==> src/logic/dram_host_map.svh <==
`ifndef DRAM_HOST_MAP_SVH
`define DRAM_HOST_MAP_SVH
`define CLK_PERIOD_PS      4000
`define ROW_ADDR_HI        15
`define ROW_ADDR_LO        8
`define COL_ADDR_HI        7
`define COL_ADDR_LO        0
`define ROW_COUNT          256
`define INIT_CYCLES        8
`define POWERUP_WAIT_NS    100000
`define POWERUP_CYCLES     ((`POWERUP_WAIT_NS * 1000) / `CLK_PERIOD_PS)
`define REFRESH_IVL_PS     15625000
`define REFRESH_IVL_CYCLES (`REFRESH_IVL_PS / `CLK_PERIOD_PS)
`define ROW_PRECH_NS       90
`define ROW_PRECH_CYC      (((`ROW_PRECH_NS * 1000) + `CLK_PERIOD_PS - 1) / `CLK_PERIOD_PS)
`define ROW_HOLD_NS        20
`define ROW_HOLD_CYC       (((`ROW_HOLD_NS * 1000) + `CLK_PERIOD_PS - 1) / `CLK_PERIOD_PS)
`define ROW_TO_COL_NS      30
`define ROW_TO_COL_CYC     (((`ROW_TO_COL_NS * 1000) + `CLK_PERIOD_PS - 1) / `CLK_PERIOD_PS)
`define ROW_ACCESS_NS      150
`define ROW_ACCESS_CYC     (((`ROW_ACCESS_NS * 1000) + `CLK_PERIOD_PS - 1) / `CLK_PERIOD_PS)
`define ROW_PULSE_NS       150
`define ROW_PULSE_CYC      (((`ROW_PULSE_NS * 1000) + `CLK_PERIOD_PS - 1) / `CLK_PERIOD_PS)
`define COL_TO_WRITE_NS    110
`define COL_TO_WRITE_CYC   (((`COL_TO_WRITE_NS * 1000) + `CLK_PERIOD_PS - 1) / `CLK_PERIOD_PS)
`define ROW_TO_WRITE_NS    185
`define ROW_TO_WRITE_CYC   (((`ROW_TO_WRITE_NS * 1000) + `CLK_PERIOD_PS - 1) / `CLK_PERIOD_PS)
`define WRITE_PULSE_NS     45
`define WRITE_PULSE_CYC    (((`WRITE_PULSE_NS * 1000) + `CLK_PERIOD_PS - 1) / `CLK_PERIOD_PS)
`define PAGE_PRECH_NS      35
`define PAGE_PRECH_CYC     (((`PAGE_PRECH_NS * 1000) + `CLK_PERIOD_PS - 1) / `CLK_PERIOD_PS)
`define REF_COL_SETUP_NS   10
`define REF_COL_SETUP_CYC  (((`REF_COL_SETUP_NS * 1000) + `CLK_PERIOD_PS - 1) / `CLK_PERIOD_PS)
`define OUT_OFF_NS         40
`define OUT_OFF_CYC        (((`OUT_OFF_NS * 1000) + `CLK_PERIOD_PS - 1) / `CLK_PERIOD_PS)
`endif

==> src/logic/dram_host_pkg.sv <==
`default_nettype none
package dram_host_pkg;
  typedef enum logic [9:0] {
    ST_POWERUP  = 10'h001,
    ST_IDLE     = 10'h002,
    ST_ROW      = 10'h004,
    ST_COL      = 10'h008,
    ST_DATA     = 10'h010,
    ST_WRITE    = 10'h020,
    ST_PAGE     = 10'h040,
    ST_RAS_HIGH = 10'h080,
    ST_CBR_COL  = 10'h100,
    ST_CBR_ROW  = 10'h200
  } host_state_t;
  typedef enum logic [1:0] {
    OP_READ  = 2'h0,
    OP_WRITE = 2'h1,
    OP_RMW   = 2'h2
  } host_op_t;
endpackage : dram_host_pkg
`default_nettype wire

==> src/logic/dram_refresh_timer.sv <==
`default_nettype none
`include "dram_host_map.svh"
module dram_refresh_timer #(
  parameter int unsigned INTERVAL = `REFRESH_IVL_CYCLES
) (
  input  wire logic sys_clk_i,
  input  wire logic rstn_i,
  input  wire logic enable_i,
  input  wire logic taken_i,
  output logic      due_o
);
  logic [15:0] count;

  always_ff @(posedge sys_clk_i) begin
    if (!rstn_i || !enable_i) begin
      count <= 16'h0000;
    end else if (count == 16'(INTERVAL - 1)) begin
      count <= 16'h0000;
    end else begin
      count <= count + 16'h0001;
    end
  end

  // A due flag set in the cycle of the taking refresh survives the clear.
  always_ff @(posedge sys_clk_i) begin
    if (!rstn_i || !enable_i) begin
      due_o <= 1'b0;
    end else if (count == 16'(INTERVAL - 1)) begin
      due_o <= 1'b1;
    end else if (taken_i) begin
      due_o <= 1'b0;
    end
  end
endmodule : dram_refresh_timer
`default_nettype wire

==> src/logic/dram_host.sv <==
// Overview of operation
// - Word address goes out as row half, then column half, on shared lines.
// - Column strobe may toggle with new columns while the row stays open.
// - Every one of 256 rows must be strobed within each 4 ms.
// - After power-up wait 100 us, then issue eight row cycles.
// - Pulse column strobe high for page precharge to start a new cycle.
// - With output enable tied low, read-modify-write is separate read and write.
// - Distributed refresh issues one row refresh every 15.625 us.
// - Burst refresh covers all 256 rows back to back within 4 ms; the code uses distributed refresh only.
// - Hidden refresh after write holds write low and enable high; the code issues no hidden refresh.
`default_nettype none
`include "dram_host_map.svh"
module dram_host
  import dram_host_pkg::*;
#(
  parameter int unsigned POWERUP_WAIT = `POWERUP_CYCLES,
  parameter int unsigned REFRESH_IVL  = `REFRESH_IVL_CYCLES
) (
  input  wire logic                sys_clk_i,
  input  wire logic                rstn_i,
  input  wire logic                req_valid_i,
  input  wire dram_host_pkg::host_op_t req_op_i,
  input  wire logic [15:0]         req_addr_i,
  input  wire logic [3:0]          req_wdata_i,
  input  wire logic                req_page_i,
  output logic                     req_ready_o,
  output logic                     rsp_valid_o,
  output logic [3:0]               rsp_rdata_o,
  output logic                     init_done_o,
  output logic                     row_strobe_n_o,
  output logic                     column_strobe_n_o,
  output logic                     write_strobe_n_o,
  output logic                     output_enable_n_o,
  output logic [7:0]               mux_address_o,
  input  wire logic [3:0]          data_i,
  output logic [3:0]               data_o,
  output logic                     data_oe_o
);
  import dram_host_pkg::*;

  host_state_t state;
  host_op_t    op;
  logic [15:0] wait_cnt;
  logic [15:0] addr;
  logic [3:0]  wdata;
  logic [3:0]  init_cnt;
  logic        refresh_due;
  logic        refresh_taken;
  logic        wait_done;
  logic        page_ok;

  assign wait_done     = (wait_cnt == 16'h0000);
  // Decided on the edge that enters the page state, while the requester holds its inputs.
  assign page_ok = req_valid_i && req_page_i && !refresh_due &&
                   (req_addr_i[`ROW_ADDR_HI:`ROW_ADDR_LO] == addr[`ROW_ADDR_HI:`ROW_ADDR_LO]);
  assign refresh_taken = (state == ST_CBR_COL) && wait_done;

  // Refresh pacing keeps all rows inside the refresh period.
  // Pacing is distributed, so a back-to-back burst is never owed.
  dram_refresh_timer #(
    .INTERVAL (REFRESH_IVL)
  ) u_refresh (
    .sys_clk_i (sys_clk_i),
    .rstn_i    (rstn_i),
    .enable_i  (init_done_o),
    .taken_i   (refresh_taken),
    .due_o     (refresh_due)
  );

  function automatic logic [15:0] cyc(input int unsigned n);
    cyc = 16'(n - 1);
  endfunction : cyc

  always_ff @(posedge sys_clk_i) begin
    if (!rstn_i) begin
      state             <= ST_POWERUP;
      wait_cnt          <= 16'h0000;
      init_cnt          <= 4'h0;
      init_done_o       <= 1'b0;
      op                <= OP_READ;
      addr              <= 16'h0000;
      wdata             <= 4'h0;
      req_ready_o       <= 1'b0;
      rsp_valid_o       <= 1'b0;
      rsp_rdata_o       <= 4'h0;
      row_strobe_n_o    <= 1'b1;
      column_strobe_n_o <= 1'b1;
      write_strobe_n_o  <= 1'b1;
      output_enable_n_o <= 1'b1;
      mux_address_o     <= 8'h00;
      data_o            <= 4'h0;
      data_oe_o         <= 1'b0;
    end else begin
      rsp_valid_o <= 1'b0;
      req_ready_o <= 1'b0;
      if (!wait_done) begin
        wait_cnt <= wait_cnt - 16'h0001;
      end
      unique case (state)
        ST_POWERUP: begin
          if (wait_cnt == 16'h0000 && init_cnt == 4'h0 && !init_done_o) begin
            wait_cnt <= cyc(POWERUP_WAIT);
            init_cnt <= 4'h1;
          end else if (wait_done) begin
            state    <= ST_CBR_COL;
            wait_cnt <= cyc(`REF_COL_SETUP_CYC);
            column_strobe_n_o <= 1'b0;
          end
        end
        ST_IDLE: begin
          // A request met by ready is taken even if refresh fell due meanwhile.
          if (req_valid_i && req_ready_o) begin
            op             <= req_op_i;
            addr           <= req_addr_i;
            wdata          <= req_wdata_i;
            mux_address_o  <= req_addr_i[`ROW_ADDR_HI:`ROW_ADDR_LO];
            state          <= ST_ROW;
            wait_cnt       <= cyc(`ROW_HOLD_CYC);
            row_strobe_n_o <= 1'b0;
          end else if (refresh_due) begin
            // Periodic refresh always starts from idle, so no hidden refresh is issued.
            state             <= ST_CBR_COL;
            column_strobe_n_o <= 1'b0;
            wait_cnt          <= cyc(`REF_COL_SETUP_CYC);
          end else begin
            req_ready_o <= 1'b1;
          end
        end
        ST_ROW: begin
          if (wait_done) begin
            mux_address_o <= addr[`COL_ADDR_HI:`COL_ADDR_LO];
            if (op == OP_WRITE) begin
              write_strobe_n_o <= 1'b0;
              data_o           <= wdata;
              data_oe_o        <= 1'b1;
            end else begin
              output_enable_n_o <= 1'b0;
            end
            state    <= ST_COL;
            wait_cnt <= cyc(`ROW_TO_COL_CYC - `ROW_HOLD_CYC);
          end
        end
        ST_COL: begin
          if (wait_done) begin
            column_strobe_n_o <= 1'b0;
            state             <= ST_DATA;
            // Row-to-write time, longer than row or column access, covers both timing regimes.
            wait_cnt <= cyc(`ROW_TO_WRITE_CYC);
          end
        end
        ST_DATA: begin
          if (wait_done) begin
            if (op == OP_WRITE) begin
              write_strobe_n_o <= 1'b1;
              data_oe_o        <= 1'b0;
              state            <= ST_PAGE;
              wait_cnt         <= 16'h0000;
              req_ready_o      <= page_ok;
            end else begin
              rsp_rdata_o <= data_i;
              rsp_valid_o <= 1'b1;
              if (op == OP_RMW) begin
                // Enable is pulsed, never tied low, so one row cycle may read then write.
                output_enable_n_o <= 1'b1;
                state             <= ST_WRITE;
                wait_cnt          <= cyc(`OUT_OFF_CYC);
              end else begin
                output_enable_n_o <= 1'b1;
                state             <= ST_PAGE;
                wait_cnt          <= 16'h0000;
                req_ready_o       <= page_ok;
              end
            end
          end
        end
        ST_WRITE: begin
          if (wait_done && write_strobe_n_o) begin
            data_o           <= wdata;
            data_oe_o        <= 1'b1;
            write_strobe_n_o <= 1'b0;
            wait_cnt         <= cyc(`WRITE_PULSE_CYC);
          end else if (wait_done) begin
            write_strobe_n_o <= 1'b1;
            data_oe_o        <= 1'b0;
            state            <= ST_PAGE;
            req_ready_o      <= page_ok;
          end
        end
        ST_PAGE: begin
          column_strobe_n_o <= 1'b1;
          // Ready was raised on entry only for a same-row request, so taking here
          // meets the requester on its handshake edge and never takes it twice.
          if (req_ready_o) begin
            op       <= req_op_i;
            addr     <= req_addr_i;
            wdata    <= req_wdata_i;
            state    <= ST_ROW;
            wait_cnt <= cyc(`PAGE_PRECH_CYC);
          end else begin
            row_strobe_n_o <= 1'b1;
            state          <= ST_RAS_HIGH;
            wait_cnt       <= cyc(`ROW_PRECH_CYC);
          end
        end
        ST_RAS_HIGH: begin
          if (wait_done) begin
            state <= init_done_o ? ST_IDLE : ST_POWERUP;
          end
        end
        ST_CBR_COL: begin
          if (wait_done) begin
            row_strobe_n_o <= 1'b0;
            state          <= ST_CBR_ROW;
            wait_cnt       <= cyc(`ROW_PULSE_CYC);
          end
        end
        ST_CBR_ROW: begin
          if (wait_done) begin
            row_strobe_n_o    <= 1'b1;
            column_strobe_n_o <= 1'b1;
            state             <= ST_RAS_HIGH;
            wait_cnt          <= cyc(`ROW_PRECH_CYC);
            if (!init_done_o) begin
              if (init_cnt == 4'(`INIT_CYCLES)) begin
                init_done_o <= 1'b1;
              end
              init_cnt <= init_cnt + 4'h1;
            end
          end
        end
        default: begin
          state <= ST_IDLE;
        end
      endcase
    end
  end
endmodule : dram_host
`default_nettype wire

==> config.mk <==
export PLATFORM = sky130hd
export DESIGN_NAME = dram_host
export DESIGN_NICKNAME = d
export VERILOG_FILES = /design/src/logic/dram_host_pkg.sv /design/src/logic/dram_refresh_timer.sv /design/src/logic/dram_host.sv
export VERILOG_INCLUDE_DIRS = /design/src /design/src/logic
export SDC_FILE = /design/constraint.sdc
export NUM_CORES = 1
export LEC_CHECK = 0
export BUFFER_PORTS_ARGS = -buffer_cell sky130_fd_sc_hd__buf_2
export CORE_MARGIN = 5
export CORE_UTILIZATION = 65
export CTS_BUF_LIST = sky130_fd_sc_hd__clkbuf_8
export CTS_CLUSTER_SIZE = 12
export DETAILED_ROUTE_END_ITERATION = 6
export GPL_TIMING_DRIVEN = 1
export PLACE_DENSITY = 0.87
export SLEW_MARGIN = 10
export SYNTH_ARGS = -nofsm -noshare
export SYNTH_HDL_FRONTEND = slang
export SYNTH_SLANG_ARGS = --single-unit
==> constraint.sdc <==
create_clock -name sys_clk_i -period 4.6 [get_ports sys_clk_i]
set_input_delay 0.23 -clock sys_clk_i [delete_from_list [all_inputs] [get_ports sys_clk_i]]
set_output_delay 0.23 -clock sys_clk_i [all_outputs]
set_load 0.02 [all_outputs]
==> results of run 1 <==
-- placed cells by master, fill, tap and decap left out, types with 9 or more instances in the layout --
master / synthesis / routed
mux2i_1: 18 / 18
nand3_1: 17 / 17
nand4_1: 11 / 11
nor2_1: 78 / 78
nor4_1: 14 / 14
clkbuf_8: 0 / 10
a21oi_1: 47 / 47
a211oi_1: 10 / 10
o21ai_0: 11 / 11
nand2_1: 74 / 74
buf_2: 9 / 53
xnor2_1: 10 / 10
nor3_1: 10 / 10
xor2_1: 31 / 31
dfxtp_1: 93 / 93
inv_1: 8 / 9
-- metal layers --
layer | up-vias | wire length, µm | GRT usage (%) | part of all wire, %
met5 | - | 0 | 0 | 0
met4 | 0 | 260 | 11.1 | 2.3
met3 | 26 | 862 | 5.26 | 7.8
met2 | 180 | 5220 | 42.0 | 47
met1 | 1916 | 4760 | 32.6 | 43
li1 | 2038 | - | - | -
-- logic make-up after synthesis --
group	after synthesis	share of synthesized area, %
adder cells (fa/ha/maj)	8	2.14
XOR/XNOR	41	7.67
AND/OR/NAND/NOR	255	28.1
flip-flops	93	39.7
multiplexers	18	3.85
buffers and inverters	41	3.93
AO/OA/AOI/OAI	104	14.6
-- worst min-delay path, cell delays in order --
cell and delay, ns:
buf_2 0.10, nand2_1 0.04, a21oi_1 0.05
-- registers in the layout, indices dropped and copies added (netlist names) --
register,flops
write_strobe_n_o,1
op,2
addr,16
mux_address_o,8
req_ready_o,1
wait_cnt,16
u_refresh.count,16
rsp_valid_o,1
init_cnt,4
wdata,4
u_refresh.due_o,1
state,10
data_o,4
init_done_o,1
data_oe_o,1
column_strobe_n_o,1
row_strobe_n_o,1
output_enable_n_o,1
rsp_rdata_o,4
-- how the worst max path moves through the flow --
stage	from	endpoint	slack (ns)	depth (start not counted)
after global placement	state[6]$_SDFFE_PN0P_	data_o[3]$_SDFFE_PN0P_	1.91	6
after global routing	state[6]$_SDFFE_PN0P_	mux_address_o[3]$_SDFFE_PN0P_	1.50	5
after CTS	state[6]$_SDFFE_PN0P_	data_o[2]$_SDFFE_PN0P_	1.73	6
final	state[6]$_SDFFE_PN0P_	data_o[2]$_SDFFE_PN0P_	1.71	6
after floorplan	wait_cnt[0]$_SDFF_PN0_	wait_cnt[0]$_SDFF_PN0_	2.19	10
after detailed placement	state[6]$_SDFFE_PN0P_	data_o[0]$_SDFFE_PN0P_	1.76	6
-- power by group --
| part | total [W] | switching [W] | internal [W] |
|---|---|---|---|
| Clock | 0.000499 | 0.000289 | 0.000210 |
| Sequential | 0.000985 | 0.0000977 | 0.000887 |
| Combinational | 0.00115 | 0.000714 | 0.000433 |
| Total | 0.00263 | 0.00110 | 0.00153 |
-- stage by stage --
stage                     std cells  utilization [%]
after detailed placement        682             69.1
after global placement          682             69.1
after CTS                       698             71.6
final                           698             71.6
after global routing            698             71.6
after floorplan                 560                -
-- area by class of cell --
class                           instances  area [µm²]
Sequential cell                        93        1860
Timing Repair Buffer                   54         273
Fill cell                             592        2030
Clock buffer                           10         138
Inverter                               10        37.5
Multi-Input combinational cell        426        2640
Tap cell                               99         124
Clock inverter                          6        38.8
==> metrics.md, run 1 <==
| Metric | Value |
|---|---|
| Final routed DRC violation total | 0 |
| Maxcap violations | 0 |
| Count of endpoints failing setup in the final report | 0 |
| Worst Skew | 0.00859 ns |
| Number of cells on the worst hold path | 3 |
| Final instance area | 5110 µm² |
| Fin Setup TNS | 0 ns |
| Drt via density | 5.96 |
| Antenna Diode Count | 0 |
| Largest fanout of any net on the critical path | 15 |
| Total power | 0.00263 W |
| Fraction of registers with async set or reset after synthesis | 0% |
| Mapped Nets | 598 |
| Slack of the critical path | 1.71 ns |
| Initial DRC count | 358 |
| CTS clk-pin slew, worst paths | 0.09 ns |
| Final max-slew violation count | 0 |
| Via Count | 4160 |
| Count of distinct cell types in the synthesized netlist | 61 |
| Most numerous cell in the Yosys netlist | dfxtp_1 |
| Worst Max-Slew Pin Slew | 0.947 ns |
| Sequential cell area fraction in the yosys report | 39.7% |
| RR Startpoint | state[6]$_SDFFE_PN0P_ |
| Placeable core area | 7140 µm² |
| Final weighted congestion in routability-driven placement | 0.999 |
| Hold_sp | req_wdata_i[0] |
| Nature of the critical path endpoint | flop |
| Chip height | 94.9 µm |
| RSZ-0062 raised after global routing | false |
| Hold Path Sink | wdata[0]$_SDFFE_PN0P_ |
| Family of cells with the greatest summed delay on the critical path | simple AND/OR/NAND/NOR gates |
| Area growth from synthesis to final layout | 9.11% |
| I/O pin count | 54 |
| Antenna violation net count after detailed routing | 0 |
| Final hold slack | 0.0982 ns |
| Placement-stage cell area | 4930 µm² |
| Post-route minimum period | 2.89 ns |
| Avg WL per Cell | 15.9 µm |
| Layout net count | 632 |
| Detailed Place HPWL | 7950 µm |
| Most frequently used flop master after synthesis | dfxtp_1 |
| Data arrival at the endpoint of the critical path | 3.11 ns |
| Post-synthesis area per instance | 8.37 µm² |
| # port buffers | 53 |
| Total congestion overflow after global routing | 0 |
| Crit path max-delay cell type | nor4_4 |
| Startpoint class of the critical path | flop |
| Clock tree root driver cell | clkbuf_8 |
| Setup slack of the worst register-to-register path | 1.71 ns |
| Post-CTS Hold Buffers | 0 |
| Crit path buffers/inverters | 0 |
| Starting density of the core | 65.6% |
| Critical path, cell by cell | nor4_4, nand4b_2, nand2_1, nor3b_4, mux2i_1, nor2_1 |
| Static leakage power | 1.97 nW |
| Total clock sinks | 93 |
| Total of flip-flops plus latches after synthesis | 93 |
| Count of warnings emitted by yosys | 0 |
| Tcrit/Tclk final | 62.9% |
| Fraction of layout instances using a drive strength above 1 | 14.4% |
| Number of H-tree levels | 3 |
| CTS tree | yes |
| Area leader, netlist | dfxtp_1 |
| Number of synthesized flops with an enable pin | 0 |
| Clock network latency to the later pin of the worst-skew pair | 0.36 ns |
| Buffer count from post-CTS setup fixing | 0 |
| Worst voltage drop across the vdd grid | 218 µV |
| Type of the tightest min-delay check | in2reg |
| Portion of synthesized cell area occupied by the leading cell type | 39.7% |
| Number of buffers between clock root and the deepest sink | 2 |
| Mapped Area | 4680 µm² |
| Peak clock frequency supported by timing | 346 MHz |
| Pre-antenna DRT Iters | 5 |
| Cell row count | 31 |
| Leading cell types by count after synthesis | 93 x dfxtp_1, 78 x nor2_1, 74 x nand2_1 |
| P per Cell Area | 515 nW/µm² |
| Die outline area | 9010 µm² |
| Largest cells by area after synthesis | dfxtp_1 40%, nor2_1 6.3%, nand2_1 5.9% |
| Count of endpoints failing hold in the final timing report | 0 |
| Worst path max stage delay | 0.69 ns |
| Synthesized instance count | 560 |
| Number of buffers created by CTS | 9 |
| Outcome | completed |
| Number of global-route vias before repair | 3933 |
| Slew HR | 36.9% |
| Antenna violations before repair | 0 |
| Number of gates given a new drive strength after cts | 0 |
| Final Routed Wirelength | 11100 µm |
| Crit path required time | 4.82 ns |
| Maximum number of pins on one net before global-route repair | 55 |
| Capture point of the worst reg-to-reg path | data_o[2]$_SDFFE_PN0P_ |
| Critical path class | reg2reg |
| Worst Setup Slack post-DPL | 1.76 ns |
| Global-route wire length before repair | 18300 µm |
| GRT Resource Usage Total | 25.6% |
| Chip Width | 94.9 µm |
| FF-to-FF path depth | 6 |
Power figures use the tool's default switching activity.
==> run 2, diff against run 1 <==
- CORE_UTILIZATION: 65 -> 55
- PLACE_DENSITY: 0.87 -> 0.79
- clock period: 4.6 -> 2.5 ns (I/O delays scaled with it)
==> metrics.md, run 2 (synthesized netlist as in run 1, its figures left out) <==
| Metric | Value |
|---|---|
| Slew HR | 61.0% (+24 points) |
| Nature of the critical path endpoint | flop |
| Clk pwr share | 20.3% (+1.3 points) |
| Hold Path Sink | op[0]$_SDFFE_PN0P_ |
| Tcrit/Tclk final | 95.8% (+33 points) |
| Crit path max-delay cell type | or4_1 |
| Placeable core area | 8260 µm² (+16%) |
| Buffer count from post-CTS setup fixing | 0 (unchanged) |
| Avg WL per Cell | 16.2 µm (+1.8%) |
| Sequential power share | 34.0% (-3.4 points) |
| Drt via density | 5.76 (-3.4%) |
| Total power | 0.00533 W (+100%) |
| Startpoint of the worst setup timing path | state[6]$_SDFFE_PN0P_ |
| Area growth from synthesis to final layout | 16.8% |
| I/O pin count | 54 (unchanged) |
| Post-route minimum period | 2.40 ns (-0.496 ns) |
| Worst Max-Slew Pin Slew | 0.584 ns (-0.363 ns) |
| Starting density of the core | 56.7% (-8.9 points) |
| Fin Setup TNS | 0 ns (unchanged) |
| Number of H-tree levels | 3 (unchanged) |
| Placement-stage cell area | 5140 µm² (+4.2%) |
| P per Cell Area | 975 nW/µm² (+89%) |
| Outcome | finished with violations |
| Data arrival at the endpoint of the critical path | 2.70 ns (-0.41 ns) |
| Combinational cell fraction of total power | 45.7% (+2.1 points) |
| Net Switching | 0.00216 W (+96%) |
| Number of buffers between clock root and the deepest sink | 2 (unchanged) |
| Largest fanout of any net on the critical path | 7 (-8) |
| Layout net count | 667 (+5.5%) |
| Maximum number of pins on one net before global-route repair | 34 (-38%) |
| Antenna Diode Count | 0 (unchanged) |
| Setup slack of the worst register-to-register path | 0.10 ns (-1.60 ns) |
| Chip Width | 102 µm (+7.8%) |
| Initial DRC count | 369 (+3.1%) |
| Violations in the final reports | design-rule violations |
| WP depth | 6 (unchanged) |
| Antenna violation net count after detailed routing | 0 (unchanged) |
| Static leakage power | 2.14 nW (+9.1%) |
| Clock network latency to the later pin of the worst-skew pair | 0.36 ns (about the same) |
| FF-to-FF path depth | 6 (unchanged) |
| Via Count | 4256 (+2.3%) |
| Startpoint class of the critical path | flop |
| CTS tree | yes |
| Worst voltage drop across the vdd grid | 500 µV (+130%) |
| Detailed Place HPWL | 8590 µm (+8.1%) |
| Final instance area | 5470 µm² (+7.0%) |
| Global-route wire length before repair | 19800 µm (+8.2%) |
| Clock tree root driver cell | clkbuf_8 |
| Antenna violations before repair | 0 (unchanged) |
| Maxcap violations | 0 (unchanged) |
| Critical path, cell by cell | or4_1, or3_1, and2_1, a21oi_1, o31ai_4, nor2_1 |
| RR Startpoint | state[6]$_SDFFE_PN0P_ |
| Number of cells on the worst hold path | 3 (unchanged) |
| Fraction of layout instances using a drive strength above 1 | 18.0% (+3.6 points) |
| Fillcell total | 688 (+16%) |
| Peak clock frequency supported by timing | 417 MHz (+21%) |
| # port buffers | 53 (unchanged) |
| Total congestion overflow after global routing | 0 (unchanged) |
| Post-route core utilization | 66.2% (-5.4 points) |
| Switching portion of total power | 40.5% (-1.3 points) |
| Cell row count | 33 (+6.5%) |
| Final max-slew violation count | 0 (unchanged) |
| Number of buffers created by CTS | 9 (unchanged) |
| Worst path max stage delay | 0.65 ns (-0.04 ns) |
| Slack of the critical path | 0.104 ns (-1.60 ns) |
| Family of cells with the greatest summed delay on the critical path | simple AND/OR/NAND/NOR gates |
| Worst Skew | 0.0113 ns (+0.00271 ns) |
| Chip height | 102 µm (+7.8%) |
| Crit path buffers/inverters | 0 (unchanged) |
| Internal | 0.00317 W (+110%) |
| Hold_sp | req_op_i[0] |
| GRT Resource Usage Total | 23.8% (-1.8 points) |
| Final routed DRC violation total | 2 (+2) |
| Final weighted congestion in routability-driven placement | 1.02 (+2.0%) |
| Critical path class | reg2reg |
| Total clock sinks | 93 (unchanged) |
| Biggest regs | addr: 16 flops, u_refresh.count: 16 flops, wait_cnt: 16 flops |
| Final Routed Wirelength | 12000 µm (+7.8%) |
| Worst Setup Slack post-DPL | 0.145 ns (-1.61 ns) |
| Most frequent cells in the layout | 93 x dfxtp_1, 78 x nor2_1, 74 x nand2_1 |
| Number of global-route vias before repair | 4132 (+5.1%) |
| Type of the tightest min-delay check | in2reg |
| Count of endpoints failing setup in the final report | 0 (unchanged) |
| Crit path required time | 2.80 ns (-2.02 ns) |
| CTS clk-pin slew, worst paths | 0.10 ns (about the same) |
| Pre-antenna DRT Iters | 7 (+2) |
| Count of endpoints failing hold in the final timing report | 0 (unchanged) |
| Capture point of the worst reg-to-reg path | wait_cnt[12]$_SDFF_PN0_ |
| Leading cell type in the layout, fill and taps excluded | dfxtp_1 |
| Die outline area | 10500 µm² (+16%) |
| RSZ-0062 raised after global routing | false |
## run 2: cell count changes in the layout (fill, tap and decap cells not counted), sizes merged
cell	change
bufinv	+1
dlygate4sd3	+10
buf	+25
clkbuf	+1
clkinv	-2
## run 2: power groups by stage
| stage | Sequential [W] | Combinational, W | Clock, W |
|---|---|---|---|
| finish | 0.00181 | 0.00243 | 0.00108 |
| floorplan | 0.00177 | 0.00176 | 0 |
| detailed placement | 0.00184 | 0.00234 | 0 |
| global route | 0.00184 | 0.00267 | 0.00116 |
| global placement | 0.00183 | 0.00230 | 0 |
| CTS | 0.00181 | 0.00237 | 0.00110 |
## run 2: worst max-delay path by stage
| stage | end | slack, ns |
|---|---|---|
| detailed placement | wait_cnt[9]$_SDFF_PN0_ | 0.15 |
| CTS | state[6]$_SDFFE_PN0P_ | 0.12 |
| global route | wait_cnt[11]$_SDFF_PN0_ | 0.01 |
| global placement | state[6]$_SDFFE_PN0P_ | 0.17 |
| finish | wait_cnt[12]$_SDFF_PN0_ | 0.10 |
| floorplan | wait_cnt[0]$_SDFF_PN0_ | 0.09 |
## run 2: worst register-to-register path: stages, from the launching register on
cell	delay, ns
dfxtp_1	0.41
or4_1	0.65
or3_1	0.54
and2_1	0.22
a21oi_1	0.27
o31ai_4	0.12
nor2_1	0.13
## run 2: cell type report
cell class / count / area [µm²] / area share (%)
clock buffers: 11 / 151 / 2.77
clock inverters: 5 / 66.3 / 1.21
inverters: 10 / 40.0 / 0.732
multi-input cells: 426 / 2650 / 48.4
flip-flops and latches: 93 / 1860 / 34.0
well taps: 105 / 131 / 2.40
repair buffers: 89 / 573 / 10.5
## run 2: repair_timing
item | in CTS | in global routing
gates resized for setup | 0 | 5
hold buffers | 10 | 0
endpoints found under the setup margin | 0 | 14
endpoints found under the hold margin | 10 | 0
## run 2: metal layers
layer | global-route usage [%] | part of all wire [%]
met5 | 0 | 0
met3 | 4.71 | 6.0
met2 | 38.3 | 49
met4 | 7.37 | 1.8
met1 | 32.4 | 43
## run 2: per-stage QoR
| stage | std cells | hold WS (ns) |
|---|---|---|
| after floorplan | 560 | 0.265 |
| after global placement | 713 | 0.361 |
| after detailed placement | 713 | 0.372 |
| after CTS | 739 | 0.00390 |
| after global routing | 739 | 0.00890 |
| final | 739 | 0.0106 |
==> run 3, diff against run 2 <==
- CORE_UTILIZATION: 55 -> 65
- PLACE_DENSITY: 0.79 -> 0.87
- clock period: 2.5 -> 2.94 ns (I/O delays scaled with it)
==> metrics.md, run 3 (synthesized netlist as in run 1, its figures left out) <==
| Metric | Value |
|---|---|
| Outcome | completed |
| Leading cell type in the layout, fill and taps excluded | dfxtp_1 |
| Cell row count | 31 (-6.1%) |
| GRT Resource Usage Total | 26.4% (+2.6 points) |
| Maxcap violations | 0 (unchanged) |
| Maximum number of pins on one net before global-route repair | 55 (+62%) |
| Tcrit/Tclk final | 89.2% (-6.6 points) |
| CTS tree | yes |
| Fillcell total | 565 (-18%) |
| Final weighted congestion in routability-driven placement | 1.01 (-1.2%) |
| Crit path buffers/inverters | 1 (+1) |
| RR Startpoint | wait_cnt[10]$_SDFF_PN0_ |
| Placeable core area | 7140 µm² (-14%) |
| Number of global-route vias before repair | 4007 (-3.0%) |
| Total power | 0.00430 W (-19%) |
| Critical path, cell by cell | nor4_1, and4_1, inv_2, o32ai_4, nor2_1, a211oi_1 |
| Via Count | 4273 (+0.40%) |
| Setup slack of the worst register-to-register path | 0.32 ns (+0.21 ns) |
| Post-CTS Hold Buffers | 0 (-10) |
| Global-route wire length before repair | 18800 µm (-5.1%) |
| Number of cells on the worst hold path | 3 (unchanged) |
| Antenna Diode Count | 0 (unchanged) |
| Layout net count | 644 (-3.4%) |
| Worst Skew | 0.0114 ns (+0.000130 ns) |
| Crit path max-delay cell type | o32ai_4 |
| Chip height | 94.9 µm (-7.2%) |
| Biggest regs | addr: 16 flops, u_refresh.count: 16 flops, wait_cnt: 16 flops |
| Total clock sinks | 93 (unchanged) |
| Clock tree root driver cell | clkbuf_8 |
| Clock network latency to the later pin of the worst-skew pair | 0.36 ns (about the same) |
| FF-to-FF path depth | 6 (unchanged) |
| Global routing's busiest layer | met2 |
| Area growth from synthesis to final layout | 11.5% |
| Count of endpoints failing setup in the final report | 0 (unchanged) |
| Chip Width | 94.9 µm (-7.2%) |
| RSZ-0062 raised after global routing | false |
| P per Cell Area | 823 nW/µm² (-16%) |
| Final Routed Wirelength | 11700 µm (-2.1%) |
| Worst path max stage delay | 0.60 ns (-0.05 ns) |
| Post-route minimum period | 2.62 ns (+0.228 ns) |
| Capture point of the worst reg-to-reg path | mux_address_o[4]$_SDFFE_PN0P_ |
| I/O pin count | 54 (unchanged) |
| Detailed Place HPWL | 8370 µm (-2.6%) |
| Starting density of the core | 65.6% (+8.9 points) |
| Slew HR | 37.5% (-24 points) |
| Final routed DRC violation total | 0 (-2) |
| Global routing met1 resource utilization | 32.5% (+0.11 points) |
| Hold Path Sink | addr[3]$_SDFFE_PN0P_ |
| Worst voltage drop across the vdd grid | 346 µV (-31%) |
| Buffer count from post-CTS setup fixing | 0 (unchanged) |
| Number of buffers created by CTS | 9 (unchanged) |
| Met2 Usage GRT | 45.9% (+7.6 points) |
| CTS clk-pin slew, worst paths | 0.10 ns (about the same) |
| Nature of the critical path endpoint | flop |
| Most frequent cells in the layout | 93 x dfxtp_1, 78 x nor2_1, 74 x nand2_1 |
| Static leakage power | 2.02 nW (-5.6%) |
| Critical path class | reg2reg |
| Count of endpoints failing hold in the final timing report | 0 (unchanged) |
| Fin Setup TNS | 0 ns (unchanged) |
| Total congestion overflow after global routing | 0 (unchanged) |
| Antenna violations before repair | 0 (unchanged) |
| Hold_sp | req_addr_i[3] |
| Die outline area | 9010 µm² (-14%) |
| Number of buffers between clock root and the deepest sink | 2 (unchanged) |
| Fraction of met3 tracks used by global routing | 3.75% (-0.96 points) |
| Pre-antenna DRT Iters | 6 (-1) |
| Drt via density | 6.02 (+4.5%) |
| Type of the tightest min-delay check | in2reg |
| Largest fanout of any net on the critical path | 18 (+11) |
| Fraction of layout instances using a drive strength above 1 | 16.2% (-1.8 points) |
| Crit path required time | 3.21 ns (+0.41 ns) |
| Area used by multi-input combinational logic | 2640 µm² (-0.28%) |
| Peak clock frequency supported by timing | 381 MHz (-8.7%) |
| Startpoint class of the critical path | flop |
| Initial DRC count | 366 (-0.81%) |
| # port buffers | 53 (unchanged) |
| Number of H-tree levels | 3 (unchanged) |
| Number of gates given a new drive strength after cts | 0 (unchanged) |
| Final max-slew violation count | 0 (unchanged) |
| Sequential standard cell area | 1860 µm² (unchanged) |
| Antenna violation net count after detailed routing | 0 (unchanged) |
| Data arrival at the endpoint of the critical path | 2.89 ns (+0.19 ns) |
| Avg WL per Cell | 16.5 µm (+1.9%) |
| Worst Max-Slew Pin Slew | 0.936 ns (+0.352 ns) |
| Family of cells with the greatest summed delay on the critical path | simple AND/OR/NAND/NOR gates |
run 3: cell count changes in the layout (fill, tap and decap cells not counted), sizes merged:
cell	before	now
clkinv	1	2
buf	79	66
dlygate4sd3	10	0
clkbuf	11	9
clkinvlp	1	2
run 3: tightest hold or removal path, cell delays in order:
cell and delay [ns]:
buf_2 0.09, nand2_1 0.04, a21oi_1 0.05
run 3: per-stage QoR:
stage	worst slack, ns	std cells	cell area, µm²	util (%)	hold slack [ns]
after floorplan	0.530	560	4680	-	0.287
after global placement	0.455	694	5020	70.4	0.380
after detailed placement	0.342	694	5020	70.4	0.394
after CTS	0.361	710	5220	73.2	0.00473
after global routing	0.0777	710	5220	73.2	0.000524
final	0.316	710	5220	73.2	0.0133
run 3: layout make-up:
type	count	area share (%)
Clock inverter	7	1.39
Sequential cell	93	35.7
Inverter	10	0.719
Tap cell	99	2.37
Timing Repair Buffer	66	6.95
Clock buffer	9	2.37
Multi-Input combinational cell	426	50.5
run 3: layer usage:
layer  share of wire (%)  vias up
met5                   0        -
met4                 2.7        0
met3                 7.2       41
met2                  49      181
met1                  41     1990
li1                    -     2061
run 3: worst max-delay path by stage:
| stage | from | to | cells past startpoint |
|---|---|---|---|
| after floorplan | wait_cnt[0]$_SDFF_PN0_ | wait_cnt[0]$_SDFF_PN0_ | 10 |
| after global placement | state[8]$_SDFFE_PN0P_ | wait_cnt[14]$_SDFF_PN0_ | 6 |
| after detailed placement | wait_cnt[10]$_SDFF_PN0_ | mux_address_o[4]$_SDFFE_PN0P_ | 6 |
| after CTS | wait_cnt[10]$_SDFF_PN0_ | mux_address_o[4]$_SDFFE_PN0P_ | 6 |
| after global routing | wait_cnt[10]$_SDFF_PN0_ | mux_address_o[4]$_SDFFE_PN0P_ | 6 |
| final | wait_cnt[10]$_SDFF_PN0_ | mux_address_o[4]$_SDFFE_PN0P_ | 6 |
run 3: where the power goes:
group | switching (W) | internal (W) | leakage, nW
logic | 0.00115 | 0.000741 | 1.18
clock network | 0.000460 | 0.000396 | 0.0960
registers | 0.000162 | 0.00139 | 0.752
total | 0.00178 | 0.00252 | 2.02
